==> config.mk <==
export PLATFORM = sky130hd
export DESIGN_NAME = dms_debug_match_sequencer
export DESIGN_NICKNAME = d
export VERILOG_FILES = /design/src/dms_pkg.sv /design/src/dms_debug_match_sequencer.sv
export SDC_FILE = /design/constraint.sdc
export NUM_CORES = 1
export LEC_CHECK = 0
export ABC_AREA = 1
export BUFFER_PORTS_ARGS = -buffer_cell sky130_fd_sc_hd__buf_2
export CAP_MARGIN = 20
export CORE_UTILIZATION = 54
export CTS_BUF_LIST = sky130_fd_sc_hd__clkbuf_4
export CTS_CLUSTER_SIZE = 20
export DETAILED_ROUTE_END_ITERATION = 8
export PLACE_DENSITY_LB_ADDON = 0.12
export SLEW_MARGIN = 20
export SYNTH_ARGS = -nofsm -noshare
export SYNTH_HDL_FRONTEND = slang
export SYNTH_SLANG_ARGS = --single-unit
==> constraint.sdc <==
create_clock -name aclk -period 2.7 [get_ports aclk]
set_clock_uncertainty 0.1 [all_clocks]
set_input_delay 0.135 -clock aclk [delete_from_list [all_inputs] [get_ports aclk]]
set_output_delay 0.135 -clock aclk [all_outputs]
set_load 0.01 [all_outputs]
==> src/dms_pkg.sv <==
package dms_pkg;

   // Bus geometry: each register is one aligned word, index times four.
   localparam int ADDR_W = 10;
   localparam logic [1:0] RESP_OKAY = 2'h0;
   localparam logic [1:0] RESP_SLVERR = 2'h2;

   // Register indices; byte address is four times the index.
   localparam logic [7:0] IDX_CTRL = 8'h00;
   localparam logic [7:0] IDX_STAT = 8'h01;
   localparam logic [7:0] IDX_IRQ_STS = 8'h02;
   localparam logic [7:0] IDX_IRQ_MSK = 8'h03;
   localparam logic [7:0] IDX_WIN = 8'h20;
   localparam logic [7:0] IDX_MATCH_FLAGS = 8'h27;

   // Control register fields.
   localparam int CTRL_ARM = 0;
   localparam int CTRL_BANK_LSB = 2;
   localparam int CTRL_NSS_LSB = 4;
   localparam logic [1:0] BANK_FLAGS = 2'h3;

   // Comparator control byte fields.
   localparam int CMP_EN = 0;
   localparam int CMP_DATA_EN = 1;

   // Interrupt status bits.
   localparam int IRQ_FINAL = 0;
   localparam int IRQ_FLAG = 1;

   // Reset values.
   localparam logic [1:0] RST_BANK = 2'h0;
   localparam logic [3:0] RST_NSS = 4'h0;
   localparam logic [2:0] RST_FLAGS = 3'h0;
   localparam logic [1:0] RST_IRQ = 2'h0;

   // Next-state select codes for State3.
   localparam logic [3:0] NSS_3 = 4'h3;
   localparam logic [3:0] NSS_4 = 4'h4;
   localparam logic [3:0] NSS_5 = 4'h5;
   localparam logic [3:0] NSS_6 = 4'h6;
   localparam logic [3:0] NSS_7 = 4'h7;
   localparam logic [3:0] NSS_A = 4'hA;
   localparam logic [3:0] NSS_D = 4'hD;
   localparam logic [3:0] NSS_E = 4'hE;

   typedef enum logic [2:0] {
      SEQ_IDLE = 3'b000,
      SEQ_ONE = 3'b001,
      SEQ_TWO = 3'b010,
      SEQ_THREE = 3'b011,
      SEQ_FINAL = 3'b100
   } dms_seq_t;

   typedef struct packed {
      logic aw_got;
      logic [7:0] aw_idx;
      logic w_got;
      logic [31:0] wdata;
      logic [3:0] wstrb;
      logic bvalid;
      logic [1:0] bresp;
      logic rvalid;
      logic [31:0] rdata;
      logic [1:0] rresp;
      dms_seq_t seq;
      logic [2:0] flags;
      logic [1:0] bank;
      logic [3:0] nss;
      logic [2:0][7:0] cmp_ctl;
      logic [2:0][23:0] cmp_addr;
      logic [15:0] a_data;
      logic [15:0] a_mask;
      logic [1:0] irq_sts;
      logic [1:0] irq_msk;
   } dms_state_t;

endpackage : dms_pkg

==> src/dms_debug_match_sequencer.sv <==
// Notes on behaviour
// RULE_01: In State3, matches not listed for the select code cause no move.
// RULE_02: Code 0011: channel 1 goes final, channel 2 goes to State1.
// RULE_03: Code 0100: channel 1 to State2; code 0101: channel 1 goes final.
// RULE_04: Code 0110: ch2 to State2, ch0 final; code 0111: only ch0 final.
// RULE_05: Code 1010: channel 1 or 2 to State1, channel 0 goes final.
// RULE_06: Code 1101: channel 1 or 2 goes final, channel 0 to State1.
// RULE_07: Code 1110: channel 0 to State2, channel 2 goes final.
// RULE_08: Simultaneous matches: final-state match first, then lowest channel.
// RULE_09: Match flags readable only with bank select 11; writes ignored.
// RULE_10: Three match flags, one per channel, set on match in session.
// RULE_11: A set flag stays set until the next arming write clears it.
// RULE_12: Software writes never clear flags; only arming does.
// RULE_13: A set flag never blocks another channel's flag from setting.
// RULE_14: Repeat matches on a flagged channel leave that flag unchanged.
// RULE_15: Comparator banks share an 8-byte window picked by bank select.
// RULE_16: Comparator A has address, data, mask and control bytes, eight total.
// RULE_17: Comparators B and C have three address bytes and one control.
// RULE_18: Unimplemented window bytes read zero and ignore writes.
// RULE_19: Software must not program reserved select codes.
//
// Added by the designer: the AXI4-Lite slave port.
module dms_debug_match_sequencer
   import dms_pkg::*;
(
   // Clock and reset.
   input wire logic aclk,
   input wire logic aresetn,
   // AXI4-Lite write channels.
   input wire logic [dms_pkg::ADDR_W-1:0] awaddr,
   input wire logic awvalid,
   output logic awready,
   input wire logic [31:0] wdata,
   input wire logic [3:0] wstrb,
   input wire logic wvalid,
   output logic wready,
   output logic [1:0] bresp,
   output logic bvalid,
   input wire logic bready,
   // AXI4-Lite read channels.
   input wire logic [dms_pkg::ADDR_W-1:0] araddr,
   input wire logic arvalid,
   output logic arready,
   output logic [31:0] rdata,
   output logic [1:0] rresp,
   output logic rvalid,
   input wire logic rready,
   // Monitored CPU bus, same clock.
   input wire logic [23:0] cpu_addr,
   input wire logic [15:0] cpu_data,
   input wire logic cpu_valid,
   // Debug state and interrupt.
   output logic [2:0] seq_state,
   output logic irq
);
   import dms_pkg::*;

   dms_state_t s;
   dms_state_t n;
   logic [2:0] m;
   logic session;
   logic aw_hs;
   logic w_hs;
   logic do_wr;
   logic ar_hs;
   logic [7:0] wr_idx;
   logic [31:0] wr_data;
   logic wr_byte;
   logic ctl_wr;
   logic arm_wr;
   dms_seq_t seq_nxt;

   // True where the word index has a register behind it.
   function automatic logic is_mapped(input logic [7:0] idx);
      is_mapped = (idx <= IDX_IRQ_MSK) || (idx[7:3] == IDX_WIN[7:3]);
   endfunction : is_mapped

   // Target of one channel's match in State3; SEQ_THREE means no move.
   function automatic dms_seq_t st3_target(input logic [3:0] code,
                                           input logic [1:0] ch);
      st3_target = SEQ_THREE;
      case (code)
         NSS_3: if (ch == 2'h1) st3_target = SEQ_FINAL;
               else if (ch == 2'h2) st3_target = SEQ_ONE;
         NSS_4: if (ch == 2'h1) st3_target = SEQ_TWO;
         NSS_5: if (ch == 2'h1) st3_target = SEQ_FINAL;
         NSS_6: if (ch == 2'h2) st3_target = SEQ_TWO;
               else if (ch == 2'h0) st3_target = SEQ_FINAL;
         NSS_7: if (ch == 2'h0) st3_target = SEQ_FINAL;
         NSS_A: if (ch == 2'h0) st3_target = SEQ_FINAL;
               else if (ch != 2'h3) st3_target = SEQ_ONE;
         NSS_D: if (ch == 2'h0) st3_target = SEQ_ONE;
               else if (ch != 2'h3) st3_target = SEQ_FINAL;
         NSS_E: if (ch == 2'h0) st3_target = SEQ_TWO;
               else if (ch == 2'h2) st3_target = SEQ_FINAL;
         default: st3_target = SEQ_THREE;
      endcase
   endfunction : st3_target

   // Read value of one register byte; used by the read path only once,
   // but kept apart so the window layout sits in one place.
   function automatic logic [7:0] reg_read(input logic [7:0] idx,
                                           input dms_state_t st);
      logic [2:0] k;
      logic [1:0] b;
      k = idx[2:0];
      b = st.bank;
      reg_read = 8'h00;
      if (idx == IDX_CTRL)
      begin
         reg_read = {st.nss, st.bank, 1'b0,
                     (st.seq != SEQ_IDLE) && (st.seq != SEQ_FINAL)};
      end
      else if (idx == IDX_STAT)
      begin
         reg_read = {5'h00, st.seq};
      end
      else if (idx == IDX_IRQ_STS)
      begin
         reg_read = {6'h00, st.irq_sts};
      end
      else if (idx == IDX_IRQ_MSK)
      begin
         reg_read = {6'h00, st.irq_msk};
      end
      else if (idx == IDX_MATCH_FLAGS && b == BANK_FLAGS)
      begin
         reg_read = {5'h00, st.flags}; // RULE_09
      end
      else if (idx[7:3] == IDX_WIN[7:3] && b != BANK_FLAGS)
      begin
         // Bank B and C leave bytes 4..7 empty; they read as zero.
         case (k) // RULE_15
            3'h0: reg_read = st.cmp_ctl[b];
            3'h1: reg_read = st.cmp_addr[b][23:16];
            3'h2: reg_read = st.cmp_addr[b][15:8];
            3'h3: reg_read = st.cmp_addr[b][7:0];
            3'h4: reg_read = (b == 2'h0) ? st.a_data[15:8] : 8'h00; // RULE_18
            3'h5: reg_read = (b == 2'h0) ? st.a_data[7:0] : 8'h00;
            3'h6: reg_read = (b == 2'h0) ? st.a_mask[15:8] : 8'h00;
            3'h7: reg_read = (b == 2'h0) ? st.a_mask[7:0] : 8'h00;
            default: reg_read = 8'h00;
         endcase
      end
   endfunction : reg_read

   // Channel matches. Only A looks at data; a mask bit of one compares.
   generate
      for (genvar c = 0; c < 3; c++)
      begin : g_cmp
         if (c == 0)
         begin : g_a
            assign m[c] = cpu_valid && s.cmp_ctl[c][CMP_EN]
               && (cpu_addr == s.cmp_addr[c])
               && (!s.cmp_ctl[c][CMP_DATA_EN]
                   || (((cpu_data ^ s.a_data) & s.a_mask) == 16'h0000));
         end
         else
         begin : g_bc
            assign m[c] = cpu_valid && s.cmp_ctl[c][CMP_EN]
               && (cpu_addr == s.cmp_addr[c]);
         end
      end
   endgenerate

   // Handshakes are combinational; one write and one read in flight.
   assign awready = !s.aw_got && !s.bvalid;
   assign wready = !s.w_got && !s.bvalid;
   assign arready = !s.rvalid;
   assign aw_hs = awvalid && awready;
   assign w_hs = wvalid && wready;
   assign ar_hs = arvalid && arready;
   assign do_wr = !s.bvalid && (s.aw_got || awvalid) && (s.w_got || wvalid);
   assign wr_idx = s.aw_got ? s.aw_idx : awaddr[9:2];
   assign wr_data = s.w_got ? s.wdata : wdata;
   assign wr_byte = do_wr && (s.w_got ? s.wstrb[0] : wstrb[0]);
   assign ctl_wr = wr_byte && (wr_idx == IDX_CTRL);
   assign arm_wr = ctl_wr && wr_data[CTRL_ARM];
   assign session = (s.seq != SEQ_IDLE) && (s.seq != SEQ_FINAL);

   // Sequencer next state; the final target wins, then the lowest channel.
   always_comb
   begin
      dms_seq_t pick;
      logic fin;
      pick = SEQ_THREE;
      fin = 1'b0;
      seq_nxt = s.seq;
      case (s.seq)
         SEQ_ONE: if (m[0]) seq_nxt = SEQ_TWO;
         SEQ_TWO: if (m[1]) seq_nxt = SEQ_THREE;
         SEQ_THREE:
         begin
            for (int c = 2; c >= 0; c--)
            begin
               if (m[c] && st3_target(s.nss, c[1:0]) != SEQ_THREE)
               begin
                  pick = st3_target(s.nss, c[1:0]); // RULE_08
               end
               if (m[c] && st3_target(s.nss, c[1:0]) == SEQ_FINAL)
               begin
                  fin = 1'b1;
               end
            end
            // RULE_01 RULE_02 RULE_03 RULE_04 RULE_05 RULE_06 RULE_07
            seq_nxt = fin ? SEQ_FINAL : pick;
         end
         default: seq_nxt = s.seq;
      endcase
   end

   // Whole next-state copy: bus slave, registers, flags, interrupts.
   always_comb
   begin
      logic [1:0] b;
      logic [7:0] d;
      logic [1:0] ev;
      n = s;
      b = s.bank;
      d = wr_data[7:0];
      ev = 2'h0;
      if (bvalid && bready)
      begin
         n.bvalid = 1'b0;
      end
      if (do_wr)
      begin
         n.aw_got = 1'b0;
         n.w_got = 1'b0;
         n.bvalid = 1'b1;
         n.bresp = is_mapped(wr_idx) ? RESP_OKAY : RESP_SLVERR;
      end
      else
      begin
         if (aw_hs)
         begin
            n.aw_got = 1'b1;
            n.aw_idx = awaddr[9:2];
         end
         if (w_hs)
         begin
            n.w_got = 1'b1;
            n.wdata = wdata;
            n.wstrb = wstrb;
         end
      end
      if (rvalid && rready)
      begin
         n.rvalid = 1'b0;
      end
      if (ar_hs)
      begin
         n.rvalid = 1'b1;
         n.rdata = {24'h000000, reg_read(araddr[9:2], s)};
         n.rresp = is_mapped(araddr[9:2]) ? RESP_OKAY : RESP_SLVERR;
      end
      // Sequencer; a control write arms or stops the session.
      n.seq = session ? seq_nxt : s.seq;
      if (ctl_wr)
      begin
         n.seq = wr_data[CTRL_ARM] ? SEQ_ONE : SEQ_IDLE;
         n.bank = wr_data[CTRL_BANK_LSB +: 2];
         n.nss = wr_data[CTRL_NSS_LSB +: 4];
      end
      // Only arming clears; a match in that cycle still lands if a session is running.
      // RULE_10 RULE_11 RULE_12 RULE_13 RULE_14
      n.flags = (arm_wr ? RST_FLAGS : s.flags) | (session ? m : 3'h0);
      // Window writes land in the bank that is selected.
      if (wr_byte && wr_idx[7:3] == IDX_WIN[7:3] && b != BANK_FLAGS)
      begin
         case (wr_idx[2:0]) // RULE_15 RULE_16 RULE_17
            3'h0: n.cmp_ctl[b] = d;
            3'h1: n.cmp_addr[b][23:16] = d;
            3'h2: n.cmp_addr[b][15:8] = d;
            3'h3: n.cmp_addr[b][7:0] = d;
            3'h4: if (b == 2'h0) n.a_data[15:8] = d; // RULE_18
            3'h5: if (b == 2'h0) n.a_data[7:0] = d;
            3'h6: if (b == 2'h0) n.a_mask[15:8] = d;
            3'h7: if (b == 2'h0) n.a_mask[7:0] = d;
            default: n.a_mask = s.a_mask;
         endcase
      end
      if (wr_byte && wr_idx == IDX_IRQ_MSK)
      begin
         n.irq_msk = d[1:0];
      end
      // Sticky events; a new event beats a write-one clear.
      ev[IRQ_FINAL] = session && (seq_nxt == SEQ_FINAL) && !ctl_wr;
      ev[IRQ_FLAG] = session && |(m & ~s.flags);
      n.irq_sts = s.irq_sts;
      if (wr_byte && wr_idx == IDX_IRQ_STS)
      begin
         n.irq_sts = s.irq_sts & ~d[1:0];
      end
      n.irq_sts = n.irq_sts | ev;
   end

   // Single state register.
   always_ff @(posedge aclk)
   begin
      if (!aresetn)
      begin
         s <= '0;
         s.seq <= SEQ_IDLE;
         s.bank <= RST_BANK;
         s.nss <= RST_NSS;
         s.flags <= RST_FLAGS;
         s.irq_sts <= RST_IRQ;
         s.irq_msk <= RST_IRQ;
      end
      else
      begin
         s <= n;
      end
   end

   // Outputs straight from the state register.
   assign bvalid = s.bvalid;
   assign bresp = s.bresp;
   assign rvalid = s.rvalid;
   assign rdata = s.rdata;
   assign rresp = s.rresp;
   assign seq_state = s.seq;
   assign irq = |(s.irq_sts & s.irq_msk);

   // Checks on the sequencer, the flags and the bus slave.
   property p_arm_clears;
      @(posedge aclk) disable iff (!aresetn)
      arm_wr && !(session && |m) |=> s.flags == 3'h0;
   endproperty
   a_arm_clears: assert property (p_arm_clears) // RULE_11
      else $error("Arming write did not clear match flags.");

   property p_flags_hold;
      @(posedge aclk) disable iff (!aresetn)
      !arm_wr |=> (s.flags & $past(s.flags)) == $past(s.flags);
   endproperty
   a_flags_hold: assert property (p_flags_hold) // RULE_12
      else $error("A match flag dropped without arming.");

   property p_flags_set;
      @(posedge aclk) disable iff (!aresetn)
      session && |m |=> (s.flags & $past(m)) == $past(m);
   endproperty
   a_flags_set: assert property (p_flags_set) // RULE_13
      else $error("A matching channel did not set its flag.");

   property p_code3;
      @(posedge aclk) disable iff (!aresetn)
      s.seq == SEQ_THREE && s.nss == NSS_3 && m == 3'h2 && !ctl_wr
      |=> s.seq == SEQ_FINAL && s.flags[1];
   endproperty
   a_code3: assert property (p_code3) // RULE_02
      else $error("Code 0011 channel 1 did not reach final.");

   property p_unlisted;
      @(posedge aclk) disable iff (!aresetn)
      s.seq == SEQ_THREE && s.nss == NSS_7 && !m[0] && !ctl_wr
      |=> s.seq == SEQ_THREE;
   endproperty
   a_unlisted: assert property (p_unlisted) // RULE_01
      else $error("Unlisted match moved the sequencer.");

   property p_prio;
      @(posedge aclk) disable iff (!aresetn)
      s.seq == SEQ_THREE && s.nss == NSS_E && m[0] && m[2] && !ctl_wr
      |=> s.seq == SEQ_FINAL;
   endproperty
   a_prio: assert property (p_prio) // RULE_08
      else $error("Final-state match lost its priority.");

   property p_flag_hidden;
      @(posedge aclk) disable iff (!aresetn)
      ar_hs && araddr[9:2] == IDX_MATCH_FLAGS && s.bank != BANK_FLAGS
      |=> rvalid && rdata == {24'h000000, ($past(s.bank) == 2'h0)
                              ? $past(s.a_mask[7:0]) : 8'h00};
   endproperty
   a_flag_hidden: assert property (p_flag_hidden) // RULE_09
      else $error("Match flags visible with wrong bank.");

   property p_wr_resp;
      @(posedge aclk) disable iff (!aresetn)
      do_wr |=> bvalid && !awready && !wready;
   endproperty
   a_wr_resp: assert property (p_wr_resp)
      else $error("Write response not raised after write.");

   c_final: cover property (@(posedge aclk) disable iff (!aresetn)
      s.seq == SEQ_THREE ##1 s.seq == SEQ_FINAL);
   c_flag_read: cover property (@(posedge aclk) disable iff (!aresetn)
      ar_hs && araddr[9:2] == IDX_MATCH_FLAGS && s.bank == BANK_FLAGS);
   c_rearm: cover property (@(posedge aclk) disable iff (!aresetn)
      arm_wr && s.flags != 3'h0);

endmodule : dms_debug_match_sequencer

== Yosys cells after proc, flatten, opt, wreduce, memory -nomap -nowiden ==
Cells that the tools add are included.

* Register bits: 177
* Bits of input ports: 104
* Output and inout bits: 45
* Word-level logic and storage cells: 220

* Order comparisons: 4
* Equality and inequality tests: 46
* Mux-type cells: 60
* Bitwise operators: 11
* Reductions and logical operators: 73

{| class="wikitable"
|+ Operators by type and width
! kind !! number
|-
| $bwmux 72 || 3
|-
| $pmux 72 s3 || 1
|-
| $demux 24 s2 || 3
|-
| $mux 8 || 15
|-
| $eq 24x24->1 || 3
|-
| $pmux 8 s8 || 1
|-
| $bmux 24 s2 || 1
|-
| $mux 24 || 2
|-
| $mux 3 || 14
|-
| $eq 3x3->1 const B || 12
|-
| $logic_and 1x1->1 || 36
|-
| $pmux 3 s3 || 4
|-
| $mux 35 || 1
|-
| $eq 8x2->1 const B || 4
|-
| $bwmux 24 || 1
|-
| $eq 3x2->1 const B || 6
|-
| $and 16x16->16 || 1
|-
| $bmux 8 s2 || 1
|-
| $demux 8 s2 || 1
|-
| $eq 4x3->1 const B || 4
|-
| $le 8x2->1 const B || 2
|-
| $logic_not 16->1 || 1
|-
| $logic_not 8->1 || 2
|-
| $mux 16 || 1
|-
| other kinds (32) || 74
|}

== Logic depth before layout (Yosys ltp) ==
* Depth after elaboration: 16
* Gate-level depth with buffers: 15
* Depth with buffers taken out: 15

== Least setup slack after synthesis ==
Ideal clock, no wire load.

* Path type: reg2reg
* Start point: register s[227] in the netlist's numbering
* End point: register s[105] in the netlist's numbering
* Arrival: 1.846 ns
* Setup slack: 0.627 ns
* Stages on the path, launching flop included: 10
* Buffers on the path: 1
* Clock period less this slack: 2.073 ns
* Cells stage by stage: dfxtp_1 o31ai_1 inv_1 nor3b_1 nand2_1 nor3_4 nand3_1 clkbuf_1 o21ai_0 a21oi_1

* Cells in the longest elaborated chain, start to end: 7
* Elaborated cells on any way between the ends: 14
* Those cells by class: eq/ne (4); mux (2); reduce/logical (8)

{| class="wikitable"
|+ Ends and longest elaborated chain
! what !! line !! text
|-
| from (decl) || dms_debug_match_sequencer.sv:58 || <nowiki>dms_state_t s;</nowiki>
|-
| from (signal assigned) || dms_debug_match_sequencer.sv:313 || <nowiki>s <= n;</nowiki>
|-
| branches (longest 7 deep; another with $mux 8) || -- ||
|}

Several ways; the timed one is not identified.
A chain may end at the register's enable or synchronous reset.

== Worst setup path in the final report ==
* Start point: register s[136] in the netlist's numbering
* End point: register s, in the netlist rdata[4]

* Cells in the longest elaborated chain, start to end: 9
* Elaborated cells on any way between the ends: 20
* Those cells by class: eq/ne (2); mux (15); reduce/logical (3)

{| class="wikitable"
|+ Ends and longest elaborated chain
! what !! line !! text
|-
| $bmux 24 s2, or another cell as far along || dms_debug_match_sequencer.sv:135, dms_debug_match_sequencer.sv:136, dms_debug_match_sequencer.sv:137 ||
|-
| $mux 24 (implied by the code), or another cell as far along || dms_debug_match_sequencer.sv:137 || <nowiki>3'h3: reg_read = st.cmp_addr[b][7:0];</nowiki>
|-
| $pmux 8 s8 || dms_debug_match_sequencer.sv:133 || <nowiki>case (k)</nowiki>
|-
| $mux 8 || dms_debug_match_sequencer.sv:130 || <nowiki>else if (idx[7:3] == IDX_WIN[7:3] && b != BANK_FLAGS)</nowiki>
|-
| $mux 8 * || dms_debug_match_sequencer.sv:126 || <nowiki>else if (idx == IDX_MATCH_FLAGS && b == BANK_FLAGS)</nowiki>
|-
| $mux 8 * || dms_debug_match_sequencer.sv:122 || <nowiki>else if (idx == IDX_IRQ_MSK)</nowiki>
|-
| $mux 8 * || dms_debug_match_sequencer.sv:118 || <nowiki>else if (idx == IDX_IRQ_STS)</nowiki>
|-
| $mux 8 * || dms_debug_match_sequencer.sv:114 || <nowiki>else if (idx == IDX_STAT)</nowiki>
|-
| $mux 8 * || dms_debug_match_sequencer.sv:109 || <nowiki>if (idx == IDX_CTRL)</nowiki>
|}

Every way passes the cells marked *; elsewhere a longest branch is shown, timed or not. The select of a mux whose other input is x is not followed.

==> impl_metrics.env <==
export IMPL_rr_worst_depth=8
export IMPL_cts_root_buf="clkbuf_4"
export IMPL_cap_violations=0
export IMPL_viasPerCell=5.66
export IMPL_drc=0
export IMPL_grtUsageTotal_pct=36.5
export IMPL_ys_warn_count=0
export IMPL_cp_end_kind="flip-flop"
export IMPL_vias=12053
export IMPL_fin_total_pwr_mw=5.10
export IMPL_r2r_end="rdata[4]"
export IMPL_cts_buffer_depth=2
export IMPL_wl_mm=36.8
export IMPL_antenna_found_initial=1
export IMPL_gp_congestion=0.956
export IMPL_overflow=0
export IMPL_crit_start="s[136]"
export IMPL_cts_tree="yes"
export IMPL_drive_gt1_share_pct=9.94
export IMPL_worstMarginPinSlew_ns=0.638
export IMPL_crit_end="rdata[4]"
export IMPL_path_buf_inv=2
export IMPL_grt_pass1_vias=10436
export IMPL_core_area_mm2=0.0195
export IMPL_ys_types=39
export IMPL_start_kind="flip-flop"
export IMPL_cp_slowest_cell="dfxtp_1"
export IMPL_die_x_um=143
export IMPL_timing_rr_start="s[136]"
export IMPL_status="complete, no violations"
export IMPL_grt_max_degree=157
export IMPL_fmax_ghz=0.403
export IMPL_crit_family="compound AO/OA/AOI/OAI gates"
export IMPL_yosysSeqAreaShare_pct=32.6
export IMPL_hold_class="in -> reg"
export IMPL_synthCells=1746
export IMPL_grt_pass1_wl_mm=56.6
export IMPL_cts_made_buffers=17
export IMPL_crit_arrival_ns=2.87
export IMPL_layout_commonest_cell="nand2_1"
export IMPL_required_ns=3.09
export IMPL_p_per_area_mw_per_mm2=422
export IMPL_final_cell_mix="318 x nand2_1, 240 x inv_1, 238 x o21ai_0"
export IMPL_initial_core_util_pct=55.2
export IMPL_clk_pin_slew_ns=0.17
export IMPL_setup_viol=0
export IMPL_dieArea_mm2=0.0204
export IMPL_critical_path_class="reg -> reg"
export IMPL_slew_violations=0
export IMPL_drtIter0Drc=1220
export IMPL_peakVddDrop_mv=0.275
export IMPL_synthToLayoutAreaGrowth_pct=12.5
export IMPL_wl_per_cell_um=17.3
export IMPL_die_y_um=143
export IMPL_setup_tns_ns=0
export IMPL_place_detailed_hpwl_mm=27.1
export IMPL_rsz0062_at_grt="false"
export IMPL_nNetsFinal=1953
export IMPL_fin_crit_sh_pct=91.9
export IMPL_critPathMaxStageDelay_ns=0.55
export IMPL_syn_cell_area_mm2=0.0107
export IMPL_finalHoldViolCount=0
export IMPL_worst_path_max_fanout=14
export IMPL_p_leak_nw=4.97
export IMPL_cp_num_cells=8
export IMPL_synth_seq_cells=175
export IMPL_antenna_left=0
export IMPL_syn_area_per_cell_um2=6.15
export IMPL_clk_insertion_delay_late_ns=0.60
export IMPL_slew_headroom_pct=57.4
export IMPL_io_pins=149
export IMPL_cts_htree_levels=4
export IMPL_num_rows=51
export IMPL_finalWorstPathRequiredPeriod_ns=2.48
export IMPL_drt_first_pass_iters=7
export IMPL_cts_sinks=175
export IMPL_crit_path_cell_trace="nor2_1, inv_2, buf_4, nor2_1, o21ai_0, nand4_1, o21ai_0, a21oi_1"
export IMPL_ff2ff_setup_slack_ns=0.22
export IMPL_numPortBuffers=91
export IMPL_cts_setup_buffers=0
==> flip-flops by register name (all words and copies together), names as in the netlist <==
| name | count |
|---|---|
| bresp | 1 |
| bvalid | 1 |
| rdata | 8 |
| rresp | 1 |
| rvalid | 1 |
| s | 160 |
| seq_state | 3 |
==> how the worst min path moves through the flow <==
stage	slack (ns)	depth (start not counted)	end	startpoint
final	0.04	9	rdata[2]	araddr[7]
after global routing	0.07	6	rdata[1]	araddr[7]
after CTS	0.02	6	rdata[1]	araddr[7]
after detailed placement	0.29	4	bvalid	bready
after global placement	0.28	4	bvalid	bready
after floorplan	0.19	2	s[227]	awvalid
==> timing repair <==
action / 4_1_cts / 5_1_grt
endpoints found under the setup margin: 0 / 8
hold buffers: 30 / 0
hold endpoints to repair: 41 / 0
gates resized for setup: 0 / 3
==> worst register-to-register path, delay by kind of cell (launching register included) <==
kind	cells	cell delay, ns
and+or+nand+nor	3	0.31
buffers and inverters	2	0.55
DFF	1	0.55
AOI/OAI and AO/OA	3	0.88
==> synthesized netlist by cell type <==
master     number  area share [%]
a211oi_1       12            0.84
a21boi_0        1           0.070
a21oi_1       232              11
a221oi_1        1           0.082
a31oi_1         2            0.12
and2_1          2            0.12
buf_1           1           0.035
buf_2           9            0.42
buf_4          40             2.8
buf_6           1            0.10
clkbuf_1       63             2.2
clkinv_1        1           0.035
conb_1          1           0.035
dfxtp_1       175              33
inv_1         240             8.4
inv_2           1           0.035
nand2_1       319              11
nand2b_1        1           0.058
nand3_1        57             2.7
nand3b_1        3            0.21
nand4_1        33             1.9
nor2_1        213             7.4
nor2_2          1           0.058
nor3_1         12            0.56
nor3_2          1           0.093
nor3_4          1            0.15
nor3b_1         5            0.35
nor4_1          3            0.17
o2111ai_1       3            0.24
o211ai_1        3            0.21
o21a_1          1           0.070
o21ai_0       238              11
o221ai_1       14             1.1
o22ai_1        33             1.9
o31ai_1         1           0.070
or2_2           4            0.23
or3_1           1           0.058
xnor2_1         8            0.65
xor2_1          9            0.73
==> layer usage <==
| layer | part of all wire (%) | routed length [um] | global-route usage [%] | vias to the layer above |
|---|---|---|---|---|
| met5 | 0 | 0 | 0 | - |
| met4 | 3.6 | 1310 | 13.8 | 0 |
| met3 | 8.8 | 3230 | 5.87 | 84 |
| met2 | 45 | 16400 | 57.5 | 581 |
| met1 | 43 | 15900 | 49.8 | 5483 |
| li1 | - | - | - | 5905 |
==> power breakdown <==
| part | switching (mW) | internal [mW] | total (mW) | leakage, nW |
|---|---|---|---|---|
| Clock | 1.09 | 0.508 | 1.60 | 0.163 |
| Combinational | 0.585 | 0.273 | 0.857 | 3.40 |
| Sequential | 0.0195 | 2.62 | 2.64 | 1.41 |
==> logic make-up after synthesis <==
family                 synth area share [%]
XOR/XNOR                               1.39
AO/OA/AOI/OAI                          26.7
other                                0.0349
buffers and inverters                  14.0
AND/OR/NAND/NOR                        25.2
flip-flops                             32.6
==> final cells by class <==
cell class | count | area (um^2)
Fill cell | 1908 | 7380
Multi-Input combinational cell | 1240 | 5830
Sequential cell | 175 | 3500
Timing Repair Buffer | 173 | 1200
Inverter | 242 | 908
Tap cell | 265 | 332
Clock inverter | 15 | 174
Clock buffer | 17 | 128
Antenna cell | 1 | 2.50
==> metrics by stage <==
| stage | hold WS, ns | setup WS (ns) | area [um^2] | std cells | utilization [%] |
|---|---|---|---|---|---|
| after floorplan | 0.193 | 0.627 | 10800 | 1771 | - |
| after global placement | 0.285 | 0.300 | 11500 | 2065 | 58.9 |
| after detailed placement | 0.294 | 0.236 | 11500 | 2065 | 58.9 |
| after CTS | 0.0152 | 0.171 | 12100 | 2127 | 62.0 |
| after global routing | 0.0663 | 0.0495 | 12100 | 2128 | 62.1 |
| final | 0.0434 | 0.218 | 12100 | 2128 | 62.1 |
Power figures use the tool's default switching activity.
